**config.mk**
```make
export PLATFORM = sky130hd
export DESIGN_NAME = tspc_top
export DESIGN_NICKNAME = d
export VERILOG_FILES = /design/src/pkg/tspc_pkg.sv /design/src/hdl/tspc_cmp.sv /design/src/hdl/tspc_top.sv
export VERILOG_INCLUDE_DIRS = /design/src /design/src/pkg
export SDC_FILE = /design/constraint.sdc
export NUM_CORES = 1
export LEC_CHECK = 0
export BUFFER_PORTS_ARGS = -buffer_cell sky130_fd_sc_hd__buf_2
export CAP_MARGIN = 20
export CELL_PAD_IN_SITES_DETAIL_PLACEMENT = 1
export CELL_PAD_IN_SITES_GLOBAL_PLACEMENT = 2
export CORE_MARGIN = 2
export CORE_UTILIZATION = 30
export DETAILED_ROUTE_END_ITERATION = 8
export PLACE_DENSITY_LB_ADDON = 0.12
export SLEW_MARGIN = 20
export SYNTH_ARGS = -nofsm -noshare
export SYNTH_HDL_FRONTEND = slang
export SYNTH_SLANG_ARGS = --single-unit
```
**constraint.sdc**
```tcl
create_clock -name pclk -period 3.1 [get_ports pclk]
set_clock_uncertainty 0.2 [all_clocks]
set_input_delay 0 -clock pclk [delete_from_list [all_inputs] [get_ports pclk]]
set_output_delay 0 -clock pclk [all_outputs]
set_load 0.02 [all_outputs]
```
**src/pkg/tspc_defs.svh**
```systemverilog
`ifndef TSPC_DEFS_SVH
`define TSPC_DEFS_SVH

// ==========================================================
// Register offsets (byte addresses)
`define TSPC_OFS_TIMER1 8'h00
`define TSPC_OFS_TIMER2 8'h04
`define TSPC_OFS_ACT_DAY 8'h08
`define TSPC_OFS_ACT_TIME 8'h0C
`define TSPC_OFS_WEEKDAYS 8'h10
`define TSPC_OFS_CTRL 8'h14
`define TSPC_OFS_STATUS 8'h18
`define TSPC_OFS_NOW 8'h1C

// ==========================================================
// Field positions
`define TSPC_SEC_LSB 0
`define TSPC_MIN_LSB 8
`define TSPC_HOUR_LSB 16
`define TSPC_DAY_LSB 24
`define TSPC_WDAY_LSB 29
`define TSPC_EN_BIT 0
`define TSPC_WEEKDAYS_LSB 0
`define TSPC_STATUS_LSB 0

// ==========================================================
// Reset values
`define TSPC_T1_HOUR_RST 5'h08
`define TSPC_T2_HOUR_RST 5'h11
`define TSPC_ACT_HOUR_RST 5'h0C
`define TSPC_ACT_DAY_RST 5'h01
`define TSPC_MIN_RST 6'h00
`define TSPC_SEC_RST 6'h00
`define TSPC_WEEKDAYS_RST 7'h1F
`define TSPC_CTRL_EN_RST 1'h1

// ==========================================================
// Legal ranges
`define TSPC_HOUR_MAX 5'h17
`define TSPC_MINSEC_MAX 6'h3B
`define TSPC_DAY_MIN 5'h01
`define TSPC_DAY_MAX 5'h1F
`define TSPC_WDAY_MAX 3'h6

// ==========================================================
// Command output indexes
`define TSPC_CMD_T1 0
`define TSPC_CMD_T2 1
`define TSPC_CMD_WDAY 2
`define TSPC_CMD_DAY 3
`define TSPC_CMD_HOUR 4
`define TSPC_CMD_MIN 5
`define TSPC_CMD_SEC 6

`endif

```
**src/pkg/tspc_pkg.sv**
```systemverilog
`default_nettype none

package tspc_pkg;

   // ==========================================================
   // Time carriers
   typedef struct packed {
      logic [4:0] hour;
      logic [5:0] minute;
      logic [5:0] second;
   } tspc_tod_t;

   typedef struct packed {
      logic [4:0] day;
      logic [2:0] weekday;
      tspc_tod_t tod;
   } tspc_cal_t;

   typedef logic [6:0] tspc_cmd_t;

endpackage

`default_nettype wire

```
**src/hdl/tspc_cmp.sv**
```systemverilog
`timescale 1ns/1ps
`default_nettype none

module tspc_cmp (
   input wire tspc_pkg::tspc_tod_t now_tod,
   input wire tspc_pkg::tspc_tod_t set_tod,
   output logic reached
);
   import tspc_pkg::*;

   // ==========================================================
   // Time of day at or past setpoint
   // Goes low again at 0:00:00 since the time of day wraps
   always_comb begin
      reached = ({now_tod.hour, now_tod.minute, now_tod.second} >=
                 {set_tod.hour, set_tod.minute, set_tod.second});
   end

endmodule

`default_nettype wire

```
**src/hdl/tspc_top.sv**
```systemverilog
// Contract
// - Seven command outputs in fixed index order
// - Daily timers on from setpoint to midnight
// - Timer hours 0-23, reset 8 and 17
// - Timer minute, second 0-59, reset zero
// - Day match whole day, 1-31, reset 1
// - Hour match whole hour, 0-23, reset 12
// - Minute match whole minute, 0-59, reset 0
// - Second match during second, 0-59, reset 0
// - Weekday match whole day of enabled weekday
// - Seven weekday enables, Monday-Friday on at reset
//
// Chosen here: the APB slave port and the placing of the registers.
`timescale 1ns/1ps
`default_nettype none
`include "tspc_defs.svh"

module tspc_top #(
   parameter int ADDR_W = 8
) (
   input wire logic pclk,
   input wire logic presetn,
   input wire logic psel,
   input wire logic penable,
   input wire logic pwrite,
   input wire logic [ADDR_W-1:0] paddr,
   input wire logic [31:0] pwdata,
   output logic [31:0] prdata,
   output logic pready,
   output logic pslverr,
   input wire tspc_pkg::tspc_cal_t now_time,
   input wire logic sec_tick,
   output tspc_pkg::tspc_cmd_t cmd_out
);
   import tspc_pkg::*;

   // ==========================================================
   // Configuration state
   tspc_tod_t timer1;
   tspc_tod_t timer2;
   tspc_tod_t act_tod;
   logic [4:0] act_day;
   logic [6:0] weekday_en;
   logic ctrl_en;
   tspc_cal_t now_seen;
   tspc_cmd_t cmd;

   // ==========================================================
   // Bus decode
   logic setup_phase;
   logic access_phase;
   logic wr_access;
   logic [7:0] offset;
   logic addr_hit;
   logic addr_ro;
   logic data_ok;
   logic wr_take;
   tspc_tod_t wr_tod;
   logic [4:0] wr_day;
   logic [31:0] next_prdata;

   function automatic tspc_tod_t tod_of(input logic [31:0] w);
      tspc_tod_t t;
      t.hour = w[`TSPC_HOUR_LSB +: 5];
      t.minute = w[`TSPC_MIN_LSB +: 6];
      t.second = w[`TSPC_SEC_LSB +: 6];
      return t;
   endfunction

   function automatic logic tod_ok(input tspc_tod_t t);
      tod_ok = (t.hour <= `TSPC_HOUR_MAX) && (t.minute <= `TSPC_MINSEC_MAX) &&
               (t.second <= `TSPC_MINSEC_MAX);
   endfunction

   function automatic logic [31:0] word_of(input tspc_tod_t t);
      logic [31:0] w;
      w = 32'h0000_0000;
      w[`TSPC_HOUR_LSB +: 5] = t.hour;
      w[`TSPC_MIN_LSB +: 6] = t.minute;
      w[`TSPC_SEC_LSB +: 6] = t.second;
      return w;
   endfunction

   assign setup_phase = psel & ~penable;
   assign access_phase = psel & penable;
   assign wr_access = access_phase & pwrite;
   assign offset = 8'(paddr);
   assign wr_tod = tod_of(pwdata);
   assign wr_day = pwdata[`TSPC_DAY_LSB +: 5];

   always_comb begin
      addr_hit = 1'b1;
      addr_ro = 1'b0;
      if (paddr[ADDR_W-1:0] != ADDR_W'(offset)) begin
         addr_hit = 1'b0;
      end
      case (offset)
         `TSPC_OFS_TIMER1: addr_ro = 1'b0;
         `TSPC_OFS_TIMER2: addr_ro = 1'b0;
         `TSPC_OFS_ACT_DAY: addr_ro = 1'b0;
         `TSPC_OFS_ACT_TIME: addr_ro = 1'b0;
         `TSPC_OFS_WEEKDAYS: addr_ro = 1'b0;
         `TSPC_OFS_CTRL: addr_ro = 1'b0;
         `TSPC_OFS_STATUS: addr_ro = 1'b1;
         `TSPC_OFS_NOW: addr_ro = 1'b1;
         default: addr_hit = 1'b0;
      endcase
   end

   // Out-of-range settings are refused whole, never clipped
   always_comb begin
      case (offset)
         `TSPC_OFS_TIMER1: data_ok = tod_ok(wr_tod);
         `TSPC_OFS_TIMER2: data_ok = tod_ok(wr_tod);
         `TSPC_OFS_ACT_TIME: data_ok = tod_ok(wr_tod);
         `TSPC_OFS_ACT_DAY: data_ok = (wr_day >= `TSPC_DAY_MIN) &&
                                      (wr_day <= `TSPC_DAY_MAX);
         default: data_ok = 1'b1;
      endcase
   end

   assign wr_take = wr_access & addr_hit & ~addr_ro & data_ok;

   // ==========================================================
   // Write strobes, one load term per register
   logic wr_timer1;
   logic wr_timer2;
   logic wr_act_day;
   logic wr_act_time;
   logic wr_weekdays;
   logic wr_ctrl;
   assign wr_timer1 = wr_take & (offset == `TSPC_OFS_TIMER1);
   assign wr_timer2 = wr_take & (offset == `TSPC_OFS_TIMER2);
   assign wr_act_day = wr_take & (offset == `TSPC_OFS_ACT_DAY);
   assign wr_act_time = wr_take & (offset == `TSPC_OFS_ACT_TIME);
   assign wr_weekdays = wr_take & (offset == `TSPC_OFS_WEEKDAYS);
   assign wr_ctrl = wr_take & (offset == `TSPC_OFS_CTRL);

   // Zero wait states; error only during the access phase
   assign pready = 1'b1;
   assign pslverr = access_phase & (~addr_hit | (pwrite & (addr_ro | ~data_ok)));

   // ==========================================================
   // Daily timer setpoints
   always_ff @(posedge pclk or negedge presetn) begin
      if (!presetn) begin
         timer1.hour <= `TSPC_T1_HOUR_RST;
         timer1.minute <= `TSPC_MIN_RST;
         timer1.second <= `TSPC_SEC_RST;
      end else if (wr_timer1) begin
         timer1 <= wr_tod;
      end
   end

   always_ff @(posedge pclk or negedge presetn) begin
      if (!presetn) begin
         timer2.hour <= `TSPC_T2_HOUR_RST;
         timer2.minute <= `TSPC_MIN_RST;
         timer2.second <= `TSPC_SEC_RST;
      end else if (wr_timer2) begin
         timer2 <= wr_tod;
      end
   end

   // ==========================================================
   // Active day, hour, minute, second setpoints
   always_ff @(posedge pclk or negedge presetn) begin
      if (!presetn) begin
         act_day <= `TSPC_ACT_DAY_RST;
      end else if (wr_act_day) begin
         act_day <= wr_day;
      end
   end

   always_ff @(posedge pclk or negedge presetn) begin
      if (!presetn) begin
         act_tod.hour <= `TSPC_ACT_HOUR_RST;
         act_tod.minute <= `TSPC_MIN_RST;
         act_tod.second <= `TSPC_SEC_RST;
      end else if (wr_act_time) begin
         act_tod <= wr_tod;
      end
   end

   // ==========================================================
   // Weekday enables and control
   always_ff @(posedge pclk or negedge presetn) begin
      if (!presetn) begin
         weekday_en <= `TSPC_WEEKDAYS_RST;
      end else if (wr_weekdays) begin
         weekday_en <= pwdata[`TSPC_WEEKDAYS_LSB +: 7];
      end
   end

   always_ff @(posedge pclk or negedge presetn) begin
      if (!presetn) begin
         ctrl_en <= `TSPC_CTRL_EN_RST;
      end else if (wr_ctrl) begin
         ctrl_en <= pwdata[`TSPC_EN_BIT];
      end
   end

   // ==========================================================
   // Time snapshot taken on each tick
   always_ff @(posedge pclk or negedge presetn) begin
      if (!presetn) begin
         now_seen <= '0;
      end else if (sec_tick) begin
         now_seen <= now_time;
      end
   end

   // ==========================================================
   // Setpoint evaluation
   logic t1_reached;
   logic t2_reached;
   logic wday_hit;
   logic day_hit;
   logic hour_hit;
   logic min_hit;
   logic sec_hit;
   tspc_cmd_t next_cmd;

   tspc_cmp u_cmp_t1 (
      .now_tod(now_time.tod),
      .set_tod(timer1),
      .reached(t1_reached)
   );

   tspc_cmp u_cmp_t2 (
      .now_tod(now_time.tod),
      .set_tod(timer2),
      .reached(t2_reached)
   );

   // Weekday codes above Sunday never match
   always_comb begin
      wday_hit = 1'b0;
      if (now_time.weekday <= `TSPC_WDAY_MAX) begin
         wday_hit = weekday_en[now_time.weekday];
      end
   end

   // Plain equality, so each match spans its whole unit of time
   assign day_hit = (now_time.day == act_day);
   assign hour_hit = (now_time.tod.hour == act_tod.hour);
   assign min_hit = (now_time.tod.minute == act_tod.minute);
   assign sec_hit = (now_time.tod.second == act_tod.second);

   always_comb begin
      next_cmd = '0;
      if (ctrl_en) begin
         next_cmd[`TSPC_CMD_T1] = t1_reached;
         next_cmd[`TSPC_CMD_T2] = t2_reached;
         next_cmd[`TSPC_CMD_WDAY] = wday_hit;
         next_cmd[`TSPC_CMD_DAY] = day_hit;
         next_cmd[`TSPC_CMD_HOUR] = hour_hit;
         next_cmd[`TSPC_CMD_MIN] = min_hit;
         next_cmd[`TSPC_CMD_SEC] = sec_hit;
      end
   end

   // Outputs move only on a tick so they stay glitch free
   // between seconds; setting changes show at the next tick
   always_ff @(posedge pclk or negedge presetn) begin
      if (!presetn) begin
         cmd <= '0;
      end else if (sec_tick) begin
         cmd <= next_cmd;
      end
   end

   assign cmd_out = cmd;

   // ==========================================================
   // Read data, captured in the setup phase
   always_comb begin
      next_prdata = 32'h0000_0000;
      case (offset)
         `TSPC_OFS_TIMER1: next_prdata = word_of(timer1);
         `TSPC_OFS_TIMER2: next_prdata = word_of(timer2);
         `TSPC_OFS_ACT_DAY: next_prdata[`TSPC_DAY_LSB +: 5] = act_day;
         `TSPC_OFS_ACT_TIME: next_prdata = word_of(act_tod);
         `TSPC_OFS_WEEKDAYS: next_prdata[`TSPC_WEEKDAYS_LSB +: 7] = weekday_en;
         `TSPC_OFS_CTRL: next_prdata[`TSPC_EN_BIT] = ctrl_en;
         `TSPC_OFS_STATUS: next_prdata[`TSPC_STATUS_LSB +: 7] = cmd;
         `TSPC_OFS_NOW: begin
            next_prdata = word_of(now_seen.tod);
            next_prdata[`TSPC_DAY_LSB +: 5] = now_seen.day;
            next_prdata[`TSPC_WDAY_LSB +: 3] = now_seen.weekday;
         end
         default: next_prdata = 32'h0000_0000;
      endcase
   end

   always_ff @(posedge pclk or negedge presetn) begin
      if (!presetn) begin
         prdata <= 32'h0000_0000;
      end else if (setup_phase && !pwrite) begin
         prdata <= addr_hit ? next_prdata : 32'h0000_0000;
      end
   end

endmodule

`default_nettype wire

```
==> parameters.txt, run 1 <==
Parameter                              Value

Timing
  Worst slew margin relative to its limit ... 42.41%
  Post-route worst hold slack ... -0.01501 ns
  Slew @ Worst Pin ... 0.8572 ns
  Setup repair after global routing missed its margin ... false
  Final hold viol count ... 9
  Min setup slack post-route ... 0.6024 ns
  Post-route fraction of the period consumed by the critical path ... 80.57%
  Post-layout min period ... 2.498 ns
  Fmax ... 400.4 MHz
  Count of final setup violators ... 0
  Fin Setup TNS ... 0 ns
  Pins Over Slew Limit ... 0

Synth
  Biggest area contributors in the synthesized netlist ... sky130_fd_sc_hd__dfrtp_1, sky130_fd_sc_hd__mux2_2, sky130_fd_sc_hd__ha_1
  Synth Warn # ... 0
  Most used DFF post-synth ... sky130_fd_sc_hd__dfrtp_1
  Instance count of the mapped netlist ... 637
  Cell area after synthesis ... 0.006633 mm²
  Avg Cell Area, Syn ... 10.41 µm²
  Most instantiated library cell after synthesis ... sky130_fd_sc_hd__dfrtp_1
  Number of enable-type register cells in the synthesized netlist ... 0
  Number of distinct standard cells referenced by the synthesized netlist ... 58
  Sequential element share of the synthesized area ... 46.26%
  Top-area cell type share of the netlist area ... 41.50%
  Synth async-reset ratio ... 100.0%
  Cell type with the highest aggregate area in the netlist ... sky130_fd_sc_hd__dfrtp_1
  Synth cell count leaders ... sky130_fd_sc_hd__dfrtp_1, sky130_fd_sc_hd__nand2_1, sky130_fd_sc_hd__o21ai_0, sky130_fd_sc_hd__mux2_2, sky130_fd_sc_hd__inv_1
  Number of register bits inferred by synthesis ... 122

Run status
  Violated checks ... hold timing
  Result of the run ... finished with violations

Cells and area
  Non-filler cells, final ... 1076
  Post-layout instance area ... 0.008638 mm²
  Area grow syn2layout ... 30.24%
  Net count, final ... 888
  Share of post-route cells with drive strength above 1 ... 26.38%
  Utilization of the core after routing ... 39.71%
  Antenna fix cells ... 0
  Final-layout fill cell count ... 2446

CTS
  Clock latency on the worst-skew pair ... 0.42 ns
  Total number of H-tree levels ... 4
  Resized cells post-CTS ... 0
  Number of buffers added by the clock tree synthesis step ... 17
  CTS sink cnt ... 122
  Reg clk slew, reported paths ... 0.06 ns
  Clock root cell ... sky130_fd_sc_hd__clkbuf_16
  Clock tree from TritonCTS ... built
  Maximum number of buffers from clock root to sink ... 2

Global routing
  Total Routing Usage GR ... 20.11%
  Number of global-route vias before repair ... 6025
  Number of antenna violations at the first check in global routing ... 0
  Wire length of the first global-routing pass ... 35.74 mm
  Maximum number of pins on one net before global-route repair ... 56
  Sum of overflow across all layers after global routing ... 0

Floorplan
  Effective utilization at floorplan ... 30.49%
  Standard cell core area ... 0.02176 mm²
  Total I/O pin count ... 112
  Rows ... 54
  Die area ... 0.02331 mm²
  Die height ... 152.7 µm
  Die outline width ... 152.7 µm

Critical path
  Launch instance of the worst register-to-register path ... timer2[12]
  Crit Path Max Fanout ... 12
  Setup slack of the worst register-to-register path ... 0.95 ns
  Nature of the critical path startpoint ... input pin
  Setup crit end kind ... flop
  Reg-to-Reg End ... cmd_out[1]
  Data required time of the worst path ... 3.21 ns
  Crit path DAT ... 2.60 ns
  Worst Reg2Reg Path Length in Cells ... 7
  Critical path class ... input pin to flop

Worst hold path
  Type of the tightest min-delay check ... input pin to asynchronous set/reset pin

Route
  Ratio of routed vias to standard cells ... 5.167
  Vias after detailed routing ... 5560
  Detailed-route DRC error count ... 0
  Routed WL per cell ... 21.18 µm
  Iteration-0 DRC Markers ... 279
  Antenna-violating nets left ... 0
  Drt total wl ... 22.79 mm
  Iteration count of the initial detailed-routing pass ... 4

Power
  Worst-case vdd ir drop ... 352.1 µV
  Total design power ... 4.341 mW
  Cell area power density ... 502.5 mW/mm²
  Standby leakage power ... 3.775 nW

Placed design
  Placed standard-cell area ... 0.007406 mm²
  HPWL reported at the end of detailed placement ... 16.41 mm
  Number of port buffers ... 95
  Worst setup slack before clock tree synthesis ... 0.6843 ns
  Cell count after placement ... 989
  Gpl congestion ... 0.8071

Flow run
  Maximum capacitance violations ... 0
## worst max-delay path, cell delays in order
cell                            delay (ns)
sky130_fd_sc_hd__dlygate4sd3_1        0.53
sky130_fd_sc_hd__buf_2                0.21
sky130_fd_sc_hd__nor4b_1              0.62
sky130_fd_sc_hd__nor3b_2              0.52
sky130_fd_sc_hd__and3_1               0.36
sky130_fd_sc_hd__mux2_2               0.36
## registers in the layout, indices dropped and copies added (netlist names)
| name | count |
|---|---|
| weekday_en | 7 |
| timer2 | 17 |
| prdata | 26 |
| timer1 | 17 |
| cmd_out | 7 |
| now_seen | 25 |
| act_tod | 17 |
| ctrl_en | 1 |
| act_day | 5 |
## power by group
part / leakage, nW / switching, mW / internal [mW] / total [mW]
Combinational: 1.85 / 0.215 / 0.164 / 0.380
Sequential: 1.60 / 0.0189 / 1.63 / 1.65
Clock: 0.323 / 0.780 / 1.53 / 2.31
## final cells by class
type / instances / area, µm² / area share [%]
sequential: 122 / 3068 / 35.52
timing repair buffer: 166 / 1161 / 13.44
tap: 280 / 350.3 / 4.056
clock inverter: 14 / 242.7 / 2.810
inverter: 42 / 157.7 / 1.825
multi-input combinational: 434 / 3219 / 37.27
clock buffer: 18 / 439.2 / 5.084
## kinds of logic (layout without fill, tap and decap cells)
kind of cell,Yosys count,in the layout,synth area share (%)
AO/OA/AOI/OAI,167,167,18.43
AND/OR/NAND/NOR,154,154,11.81
flip-flops,122,122,46.26
buffers and inverters,86,240,5.489
multiplexers,50,50,8.583
adder cells (fa/ha/maj),34,34,6.414
XOR/XNOR,22,22,2.905
other,2,7,0.1132
## repair_timing
item | 4_1_cts | 5_1_grt
hold buffers | 55 | 0
setup endpoints to repair | 0 | 0
hold endpoints to repair | 189 | 0
buffers inserted | 0 | 0
## how the worst max path moves through the flow
stage | startpoint | end | depth (start not counted)
floorplan | paddr[3] | act_day[1] | 6
global placement | paddr[2] | act_day[4] | 5
detailed placement | paddr[2] | act_day[4] | 5
CTS | paddr[1] | act_day[1] | 6
global route | paddr[2] | timer2[9] | 8
finish | paddr[2] | act_day[1] | 6
## placed cells by master (no fill, tap or decap), drive strengths merged, types with 18 or more instances in the layout
master	netlist	layout
a22oi	20	20
a32o	35	35
buf	18	111
clkbuf	26	18
dfrtp	110	110
dlygate4sd3	0	55
ha	34	34
inv	42	44
mux2	45	45
nand2	81	81
o21ai	50	50
## metal layers
| layer | up-vias | global-route usage (%) | wire, µm |
|---|---|---|---|
| met5 | - | 0 | 0 |
| met4 | 0 | 5.644 | 322 |
| met3 | 23 | 3.527 | 1029 |
| met1 | 2781 | 28.62 | 11150 |
| met2 | 136 | 31.54 | 10290 |
| li1 | 2620 | - | - |
Note: power is estimated with default switching activity, not from simulation.
==> run 2: changes to the inputs <==
==> constraint.sdc (replaced) <==
create_clock -name pclk -period 2.6 [get_ports pclk]
set_clock_uncertainty 0.2 [all_clocks]
set_input_delay 0 -clock pclk [delete_from_list [all_inputs] [get_ports pclk]]
set_output_delay 0 -clock pclk [all_outputs]
set_load 0.02 [all_outputs]
==> run 2 against run 1 <==
The run now ends clean; total power up 13%; routed wire length shrank 0.47%; critical endpoint is now pslverr; first-iteration DRC count is 3.6% higher.
==> parameters.txt, run 2 (same netlist as run 1, synthesis figures left out) <==
Parameter                              Value

Global routing
  Sum of overflow across all layers after global routing ... 0 (unchanged)
  Maximum number of pins on one net before global-route repair ... 55 (was 56)
  Number of antenna violations at the first check in global routing ... 0 (unchanged)
  Total Routing Usage GR ... 19.95% (was 20.11%)
  Wire length of the first global-routing pass ... 35.54 mm (was 35.74 mm)
  Number of global-route vias before repair ... 5947 (was 6025)

Route
  Drt total wl ... 22.68 mm (was 22.79 mm)
  Routed WL per cell ... 20.98 µm (was 21.18 µm)
  Antenna-violating nets left ... 0 (unchanged)
  Iteration count of the initial detailed-routing pass ... 4 (unchanged)
  Vias after detailed routing ... 5526 (was 5560)
  Iteration-0 DRC Markers ... 289 (was 279)
  Detailed-route DRC error count ... 0 (unchanged)
  Ratio of routed vias to standard cells ... 5.112 (was 5.167)

CTS
  Reg clk slew, reported paths ... 0.05 ns (was 0.06 ns)
  Clock latency on the worst-skew pair ... 0.42 ns (about the same)
  Number of buffers added by the clock tree synthesis step ... 17 (unchanged)
  Clock tree from TritonCTS ... built (unchanged)
  Clock root cell ... sky130_fd_sc_hd__clkbuf_16 (unchanged)
  Total number of H-tree levels ... 4 (unchanged)
  CTS sink cnt ... 122 (unchanged)
  Maximum number of buffers from clock root to sink ... 2 (unchanged)

Floorplan
  Die area ... 0.02331 mm² (unchanged)
  Effective utilization at floorplan ... 30.49% (unchanged)
  Total I/O pin count ... 112 (unchanged)
  Die height ... 152.7 µm (unchanged)
  Rows ... 54 (unchanged)
  Standard cell core area ... 0.02176 mm² (unchanged)
  Die outline width ... 152.7 µm (unchanged)

Critical path
  Launch instance of the worst register-to-register path ... timer2[2] (was timer2[12])
  Ordered cell list for the critical path ... dlygate4sd3_1, buf_2, nor2_1, nand3b_1, nand3b_1, buf_12, a31oi_1, buf_2 (was dlygate4sd3_1, buf_2, nor4b_1, nor3b_2, and3_1, mux2_2)
  Reg-to-Reg End ... cmd_out[1] (unchanged)
  Slowest cell on crit path ... sky130_fd_sc_hd__dlygate4sd3_1 (was sky130_fd_sc_hd__nor4b_1)
  Setup crit end kind ... output pin (was flop)
  Worst Reg2Reg Path Length in Cells ... 7 (unchanged)
  Cell type group with the largest total delay on the critical path ... buffers and inverters (was simple AND/OR/NAND/NOR gates)
  Max incr delay on CP ... 0.53 ns (was 0.62 ns)
  Crit Path Max Fanout ... 52 (was 12)
  Worst Path Buf+Inv ... 4 (was 2)
  Setup slack of the worst register-to-register path ... 0.39 ns (was 0.95 ns)
  Crit path DAT ... 2.23 ns (was 2.60 ns)
  Data required time of the worst path ... 2.40 ns (was 3.21 ns)
  Critical path class ... input pin to output pin (was input pin to flop)
  Nature of the critical path startpoint ... input pin (unchanged)

Placed design
  HPWL reported at the end of detailed placement ... 16.52 mm (was 16.41 mm)
  Number of port buffers ... 95 (unchanged)
  Gpl congestion ... 0.7955 (was 0.8071)

Timing
  Worst slew margin relative to its limit ... 51.99% (was 42.41%)
  Post-route worst hold slack ... 0.01754 ns (was -0.01501 ns)
  Pins Over Slew Limit ... 0 (unchanged)
  Post-layout min period ... 2.432 ns
  Slew @ Worst Pin ... 0.7147 ns (was 0.8572 ns)
  Setup repair after global routing missed its margin ... false (unchanged)
  Fmax ... 411.2 MHz
  Fin Setup TNS ... 0 ns (unchanged)
  Count of final setup violators ... 0 (unchanged)
  Post-route fraction of the period consumed by the critical path ... 93.53%
  Final hold viol count ... 0 (was 9)

Cells and area
  Number of flip-flops under the largest register name ... 26 (unchanged)
  Most common cell after layout, fill and taps aside ... sky130_fd_sc_hd__dfrtp_1 (unchanged)
  Register with the most flip-flops ... prdata (unchanged)
  Registers with the most flip-flops ... prdata x26, now_seen x25 (unchanged)
  Area grow syn2layout ... 30.47% (was 30.24%)
  Final-layout fill cell count ... 2467 (was 2446)
  Net count, final ... 894 (was 888)
  Share of post-route cells with drive strength above 1 ... 26.84% (was 26.38%)
  Commonest non-fill, non-tap cells in the layout ... sky130_fd_sc_hd__dfrtp_1, sky130_fd_sc_hd__buf_2, sky130_fd_sc_hd__nand2_1 (unchanged)
  Antenna fix cells ... 0 (unchanged)

Power
  Worst-case vdd ir drop ... 392.7 µV (was 352.1 µV)
  Standby leakage power ... 3.795 nW (was 3.775 nW)
  Cell area power density ... 568.8 mW/mm² (was 502.5 mW/mm²)

Run status
  Result of the run ... complete, no violations (was finished with violations)

Worst hold path
  HP Start ... sec_tick
  Hold-critical path depth ... 3
  Type of the tightest min-delay check ... input pin to flop (was input pin to asynchronous set/reset pin)
  WHS Endpoint ... cmd_out[3]

Flow run
  Maximum capacitance violations ... 0 (unchanged)
==> run 2: cell count changes in the layout (fill, tap and decap cells not counted), sizes merged <==
cell | before | now
inv | 44 | 42
clkinvlp | 3 | 4
buf | 111 | 118
bufinv | 6 | 4
clkinv | 3 | 4
clkbuf | 18 | 19
dlygate4sd3 | 55 | 54
==> run 2: worst max-delay path by stage <==
stage | from | cells after the start | to
floorplan | paddr[3] | 6 | act_day[1]
global placement | paddr[5] | 6 | prdata[17]
detailed placement | paddr[5] | 6 | prdata[17]
CTS | paddr[0] | 8 | pslverr
global route | paddr[0] | 8 | pslverr
finish | paddr[0] | 8 | pslverr
==> run 2: area by class of cell <==
type                       count  area (µm²)  area share [%]
tap                          280       350.3           4.049
timing repair buffer         172        1241           14.34
clock inverter                12       173.9           2.010
clock buffer                  19       442.9           5.119
multi-input combinational    434        3219           37.20
inverter                      42       157.7           1.822
sequential                   122        3068           35.45
==> run 2: worst register-to-register path, stage by stage (launching register included) <==
cell and delay (ns):
sky130_fd_sc_hd__dfrtp_1 0.37, sky130_fd_sc_hd__inv_1 0.05, sky130_fd_sc_hd__ha_1 0.28, sky130_fd_sc_hd__a21oi_1 0.14, sky130_fd_sc_hd__nor2b_1 0.06, sky130_fd_sc_hd__o41ai_1 0.41
sky130_fd_sc_hd__o211ai_1 0.27, sky130_fd_sc_hd__a41o_1 0.30
==> run 2: per-stage QoR <==
step | setup slack (ns) | cell area (µm²) | power [mW] | cells | util, %
3_5_place_dp | 0.3350 | 7476 | 2.393 | 995 | 34.36
4_1_cts | 0.1930 | 8653 | 4.988 | 1081 | 39.77
2_1_floorplan | 0.7207 | 6651 | 2.187 | 642 | -
6_report | 0.1683 | 8653 | 4.922 | 1081 | 39.77
5_1_grt | 0.01941 | 8653 | 5.128 | 1081 | 39.77
3_3_place_gp | 0.3669 | 7476 | 2.380 | 995 | 34.36
==> run 2: routing by layer <==
layer | up-vias | global-route usage, % | routed length [µm]
met2 | 110 | 31.60 | 10430
met4 | 0 | 4.674 | 191
met1 | 2774 | 28.51 | 11190
li1 | 2628 | - | -
met5 | - | 0 | 0
met3 | 14 | 3.470 | 871
==> run 2: report_power, final <==
part           leakage, nW  switching, mW  internal, mW
Sequential            1.60         0.0222          1.94
Combinational         1.90          0.257         0.201
Clock                0.291          0.882          1.62
Total                 3.79           1.16          3.76
==> run 2: repair_timing <==
item                                    4_1_cts  5_1_grt
hold buffers                                 55        0
hold endpoints to repair                    208        0
buffers inserted                              0        0
endpoints found under the setup margin        0        0
gates resized for setup                       0        0
==> run 3: changes to the inputs <==
--- a/config.mk
+++ b/config.mk
@@ -14,7 +14,8 @@
 export CORE_UTILIZATION = 30
 export DETAILED_ROUTE_END_ITERATION = 8
 export PLACE_DENSITY_LB_ADDON = 0.12
-export SLEW_MARGIN = 20
+export SLEW_MARGIN = 5
 export SYNTH_ARGS = -nofsm -noshare
 export SYNTH_HDL_FRONTEND = slang
+export SYNTH_HIERARCHICAL = 1
 export SYNTH_SLANG_ARGS = --single-unit
==> run 3 against run 2 <==
Total power is 0.21% lower; clock-buffer cell count grew 2; global-route usage decreased by 1.3 points; core utilization rose by 0.20 points; die area up 0.59%; hold slack improved by 0.0066 ns; final area grew 0.81%; critical path depth fell by 1; setup slack got worse by 0.057 ns; largest cell class unchanged; highest routed layer unchanged.
==> parameters.txt, run 3 <==
Parameter                              Value

Floorplan
  Standard cell core area ... 0.02182 mm² (was 0.02176 mm²)
  Die area ... 0.02345 mm² (was 0.02331 mm²)
  Rows ... 54 (unchanged)
  Total I/O pin count ... 112 (unchanged)
  Die height ... 153.1 µm (was 152.7 µm)
  Die outline width ... 153.1 µm (was 152.7 µm)
  Effective utilization at floorplan ... 30.58% (was 30.49%)

Placed design
  Cell count after placement ... 957 (was 995)
  Placed standard-cell area ... 0.007502 mm² (was 0.007476 mm²)
  HPWL reported at the end of detailed placement ... 15.08 mm (was 16.52 mm)
  Gpl congestion ... 0.7966 (was 0.7955)
  Number of port buffers ... 95 (unchanged)

CTS
  Number of buffers added by the clock tree synthesis step ... 17 (unchanged)
  CTS sink cnt ... 122 (unchanged)
  Clock latency on the worst-skew pair ... 0.43 ns (was 0.42 ns)
  Clock tree from TritonCTS ... built (unchanged)
  Total number of H-tree levels ... 4 (unchanged)
  Clock root cell ... sky130_fd_sc_hd__clkbuf_16 (unchanged)
  Maximum number of buffers from clock root to sink ... 2 (unchanged)
  Reg clk slew, reported paths ... 0.06 ns (was 0.05 ns)

Route
  Ratio of routed vias to standard cells ... 4.976 (was 5.112)
  Detailed-route DRC error count ... 0 (unchanged)
  Vias after detailed routing ... 5230 (was 5526)
  Iteration-0 DRC Markers ... 193 (was 289)
  Iteration count of the initial detailed-routing pass ... 4 (unchanged)
  Antenna-violating nets left ... 0 (unchanged)
  Routed WL per cell ... 20.18 µm (was 20.98 µm)
  Drt total wl ... 21.20 mm (was 22.68 mm)

Synth
  Synth Warn # ... 6 (was 0)
  Synth cell count leaders ... sky130_fd_sc_hd__dfrtp_1, sky130_fd_sc_hd__mux2_2, sky130_fd_sc_hd__inv_1, sky130_fd_sc_hd__nand2_1, sky130_fd_sc_hd__o21ai_0 (was sky130_fd_sc_hd__dfrtp_1, sky130_fd_sc_hd__nand2_1, sky130_fd_sc_hd__o21ai_0, sky130_fd_sc_hd__mux2_2, sky130_fd_sc_hd__inv_1)
  Number of distinct standard cells referenced by the synthesized netlist ... 57 (was 58)
  Most instantiated library cell after synthesis ... sky130_fd_sc_hd__dfrtp_1 (unchanged)
  Biggest area contributors in the synthesized netlist ... sky130_fd_sc_hd__dfrtp_1, sky130_fd_sc_hd__mux2_2, sky130_fd_sc_hd__ha_1 (unchanged)
  Top-area cell type share of the netlist area ... 41.25% (was 41.50%)
  Cell type with the highest aggregate area in the netlist ... sky130_fd_sc_hd__dfrtp_1 (unchanged)
  Number of register bits inferred by synthesis ... 122 (unchanged)
  Synth async-reset ratio ... 100.0% (unchanged)
  Cell area after synthesis ... 0.006673 mm² (was 0.006633 mm²)
  Most used DFF post-synth ... sky130_fd_sc_hd__dfrtp_1 (unchanged)
  Avg Cell Area, Syn ... 11.31 µm² (was 10.41 µm²)
  Instance count of the mapped netlist ... 590 (was 637)
  Number of enable-type register cells in the synthesized netlist ... 0 (unchanged)
  Sequential element share of the synthesized area ... 45.98% (was 46.26%)

Critical path
  Worst setup path startpoint ... pwrite (was paddr[0])
  Critical path class ... input pin to flop (was input pin to output pin)
  Setup crit end kind ... flop (was output pin)
  Slowest cell on crit path ... sky130_fd_sc_hd__dlygate4sd3_1 (unchanged)
  Launch instance of the worst register-to-register path ... timer1[2] (was timer2[2])
  CP dominant cell by count ... sky130_fd_sc_hd__dlygate4sd3_1
  Nature of the critical path startpoint ... input pin (unchanged)
  Data required time of the worst path ... 2.73 ns (was 2.40 ns)
  Max incr delay on CP ... 0.80 ns (was 0.53 ns)
  Crit path DAT ... 2.61 ns (was 2.23 ns)
  Setup slack of the worst register-to-register path ... 0.30 ns (was 0.39 ns)
  Crit Path Max Fanout ... 7 (was 52)
  Ordered cell list for the critical path ... dlygate4sd3_1, buf_2, nor3b_2, dlygate4sd3_1, nand2_1, dlygate4sd3_1, o31ai_1 (was dlygate4sd3_1, buf_2, nor2_1, nand3b_1, nand3b_1, buf_12, a31oi_1, buf_2)

Cells and area
  Commonest non-fill, non-tap cells in the layout ... sky130_fd_sc_hd__dfrtp_1, sky130_fd_sc_hd__buf_2, sky130_fd_sc_hd__mux2_2 (was sky130_fd_sc_hd__dfrtp_1, sky130_fd_sc_hd__buf_2, sky130_fd_sc_hd__nand2_1)
  Registers with the most flip-flops ... prdata x26, now_seen x25 (unchanged)
  Number of flip-flops under the largest register name ... 26 (unchanged)
  Antenna fix cells ... 0 (unchanged)
  Post-layout instance area ... 0.008723 mm² (was 0.008653 mm²)
  Final-layout fill cell count ... 2422 (was 2467)
  Net count, final ... 863 (was 894)
  Utilization of the core after routing ... 39.97% (was 39.77%)
  Share of post-route cells with drive strength above 1 ... 33.98% (was 26.84%)
  Register with the most flip-flops ... prdata (unchanged)
  Most common cell after layout, fill and taps aside ... sky130_fd_sc_hd__dfrtp_1 (unchanged)
  Non-filler cells, final ... 1051 (was 1081)
  Area grow syn2layout ... 30.73% (was 30.47%)

Global routing
  Number of global-route vias before repair ... 5596 (was 5947)
  Sum of overflow across all layers after global routing ... 0 (unchanged)
  Number of antenna violations at the first check in global routing ... 0 (unchanged)
  Busiest layer in global routing ... met2 (unchanged)
  Maximum number of pins on one net before global-route repair ... 47 (was 55)
  Wire length of the first global-routing pass ... 33.21 mm (was 35.54 mm)
  Global-route track usage on met1 ... 25.47% (was 28.51%)
  Met2 Track Usage GR ... 30.53% (was 31.60%)
  Total Routing Usage GR ... 18.65% (was 19.95%)
  GRT met3 Usage ... 3.317% (was 3.470%)

Power
  Worst-case vdd ir drop ... 480.7 µV (was 392.7 µV)
  Standby leakage power ... 3.954 nW (was 3.795 nW)
  Cell area power density ... 563.1 mW/mm² (was 568.8 mW/mm²)

Run status
  Result of the run ... complete, no violations (unchanged)

Timing
  Final hold viol count ... 0 (unchanged)
  Worst slew margin relative to its limit ... 53.91% (was 51.99%)
  Fin Setup TNS ... 0 ns (unchanged)
  Fmax ... 401.8 MHz (was 411.2 MHz)
  Pins Over Slew Limit ... 0 (unchanged)
  Count of final setup violators ... 0 (unchanged)
  Post-layout min period ... 2.489 ns (was 2.432 ns)
  Post-route fraction of the period consumed by the critical path ... 95.72% (was 93.53%)
  Setup repair after global routing missed its margin ... false (unchanged)
  Slew @ Worst Pin ... 0.6914 ns (was 0.7147 ns)

Flow run
  Maximum capacitance violations ... 0 (unchanged)

Worst hold path
  Type of the tightest min-delay check ... input pin to flop (unchanged)
  HP Start ... penable (was sec_tick)
[run 3: worst max-delay path, delay by kind of cell]
family	cells	cell delay [ns]
and+or+nand+nor	2	0.34
buffers and inverters	4	2.07
AOI/OAI and AO/OA	1	0.20
[run 3: area by class of cell]
cell class / count / area [µm²] / share of cell area (%)
multi-input cells: 395 / 3266 / 37.44
flip-flops and latches: 122 / 3068 / 35.17
repair buffers: 176 / 1276 / 14.63
clock buffers: 21 / 470.5 / 5.393
well taps: 280 / 350.3 / 4.016
inverters: 46 / 172.7 / 1.979
clock inverters: 11 / 120.1 / 1.377
[run 3: per-stage QoR]
step	worst slack, ns	power, mW	hold WS (ns)
6_report	0.1113	4.912	0.02411
5_1_grt	0.001844	5.120	0.03145
4_1_cts	0.07654	4.968	0.01095
3_5_place_dp	0.3087	2.502	-0.1246
3_3_place_gp	0.4177	2.488	-0.1366
2_1_floorplan	0.7605	2.263	-0.4956
[run 3: cells by family after synthesis]
logic type,Yosys count,synth area share [%]
XOR/XNOR,22,2.888
AND/OR/NAND/NOR,115,9.001
adder cells (fa/ha/maj),34,6.375
other,2,0.1125
flip-flops,122,45.98
buffers and inverters,78,5.438
multiplexers,115,20.27
AO/OA/AOI/OAI,102,9.938
[run 3: power by group]
part / internal, mW / leakage (nW) / switching (mW)
registers: 1.96 / 1.59 / 0.0344
logic: 0.238 / 2.08 / 0.297
clock network: 1.48 / 0.285 / 0.898
[run 3: per-layer routing]
metal | vias up | wire length, µm
li1 | 2452 | -
met1 | 2659 | 10080
met2 | 101 | 10230
met3 | 18 | 599
met4 | 0 | 292
met5 | - | 0
[run 3: path summary, 6_finish.rpt]
check,depth (start not counted),endpoint
setup / recovery,7,prdata[1]
hold / removal,5,prdata[19]
setup reg to reg,8,cmd_out[0]
hold reg to reg,2,prdata[30]
max in group asynchronous,4,weekday_en[3]
min in group asynchronous,3,act_tod[15]
[run 3: what timing repair did]
| action | CTS | global route |
|---|---|---|
| hold endpoints to repair | 226 | 0 |
| hold buffers | 62 | 0 |
| resized for setup | 0 | 0 |
| setup buffers | 0 | 0 |
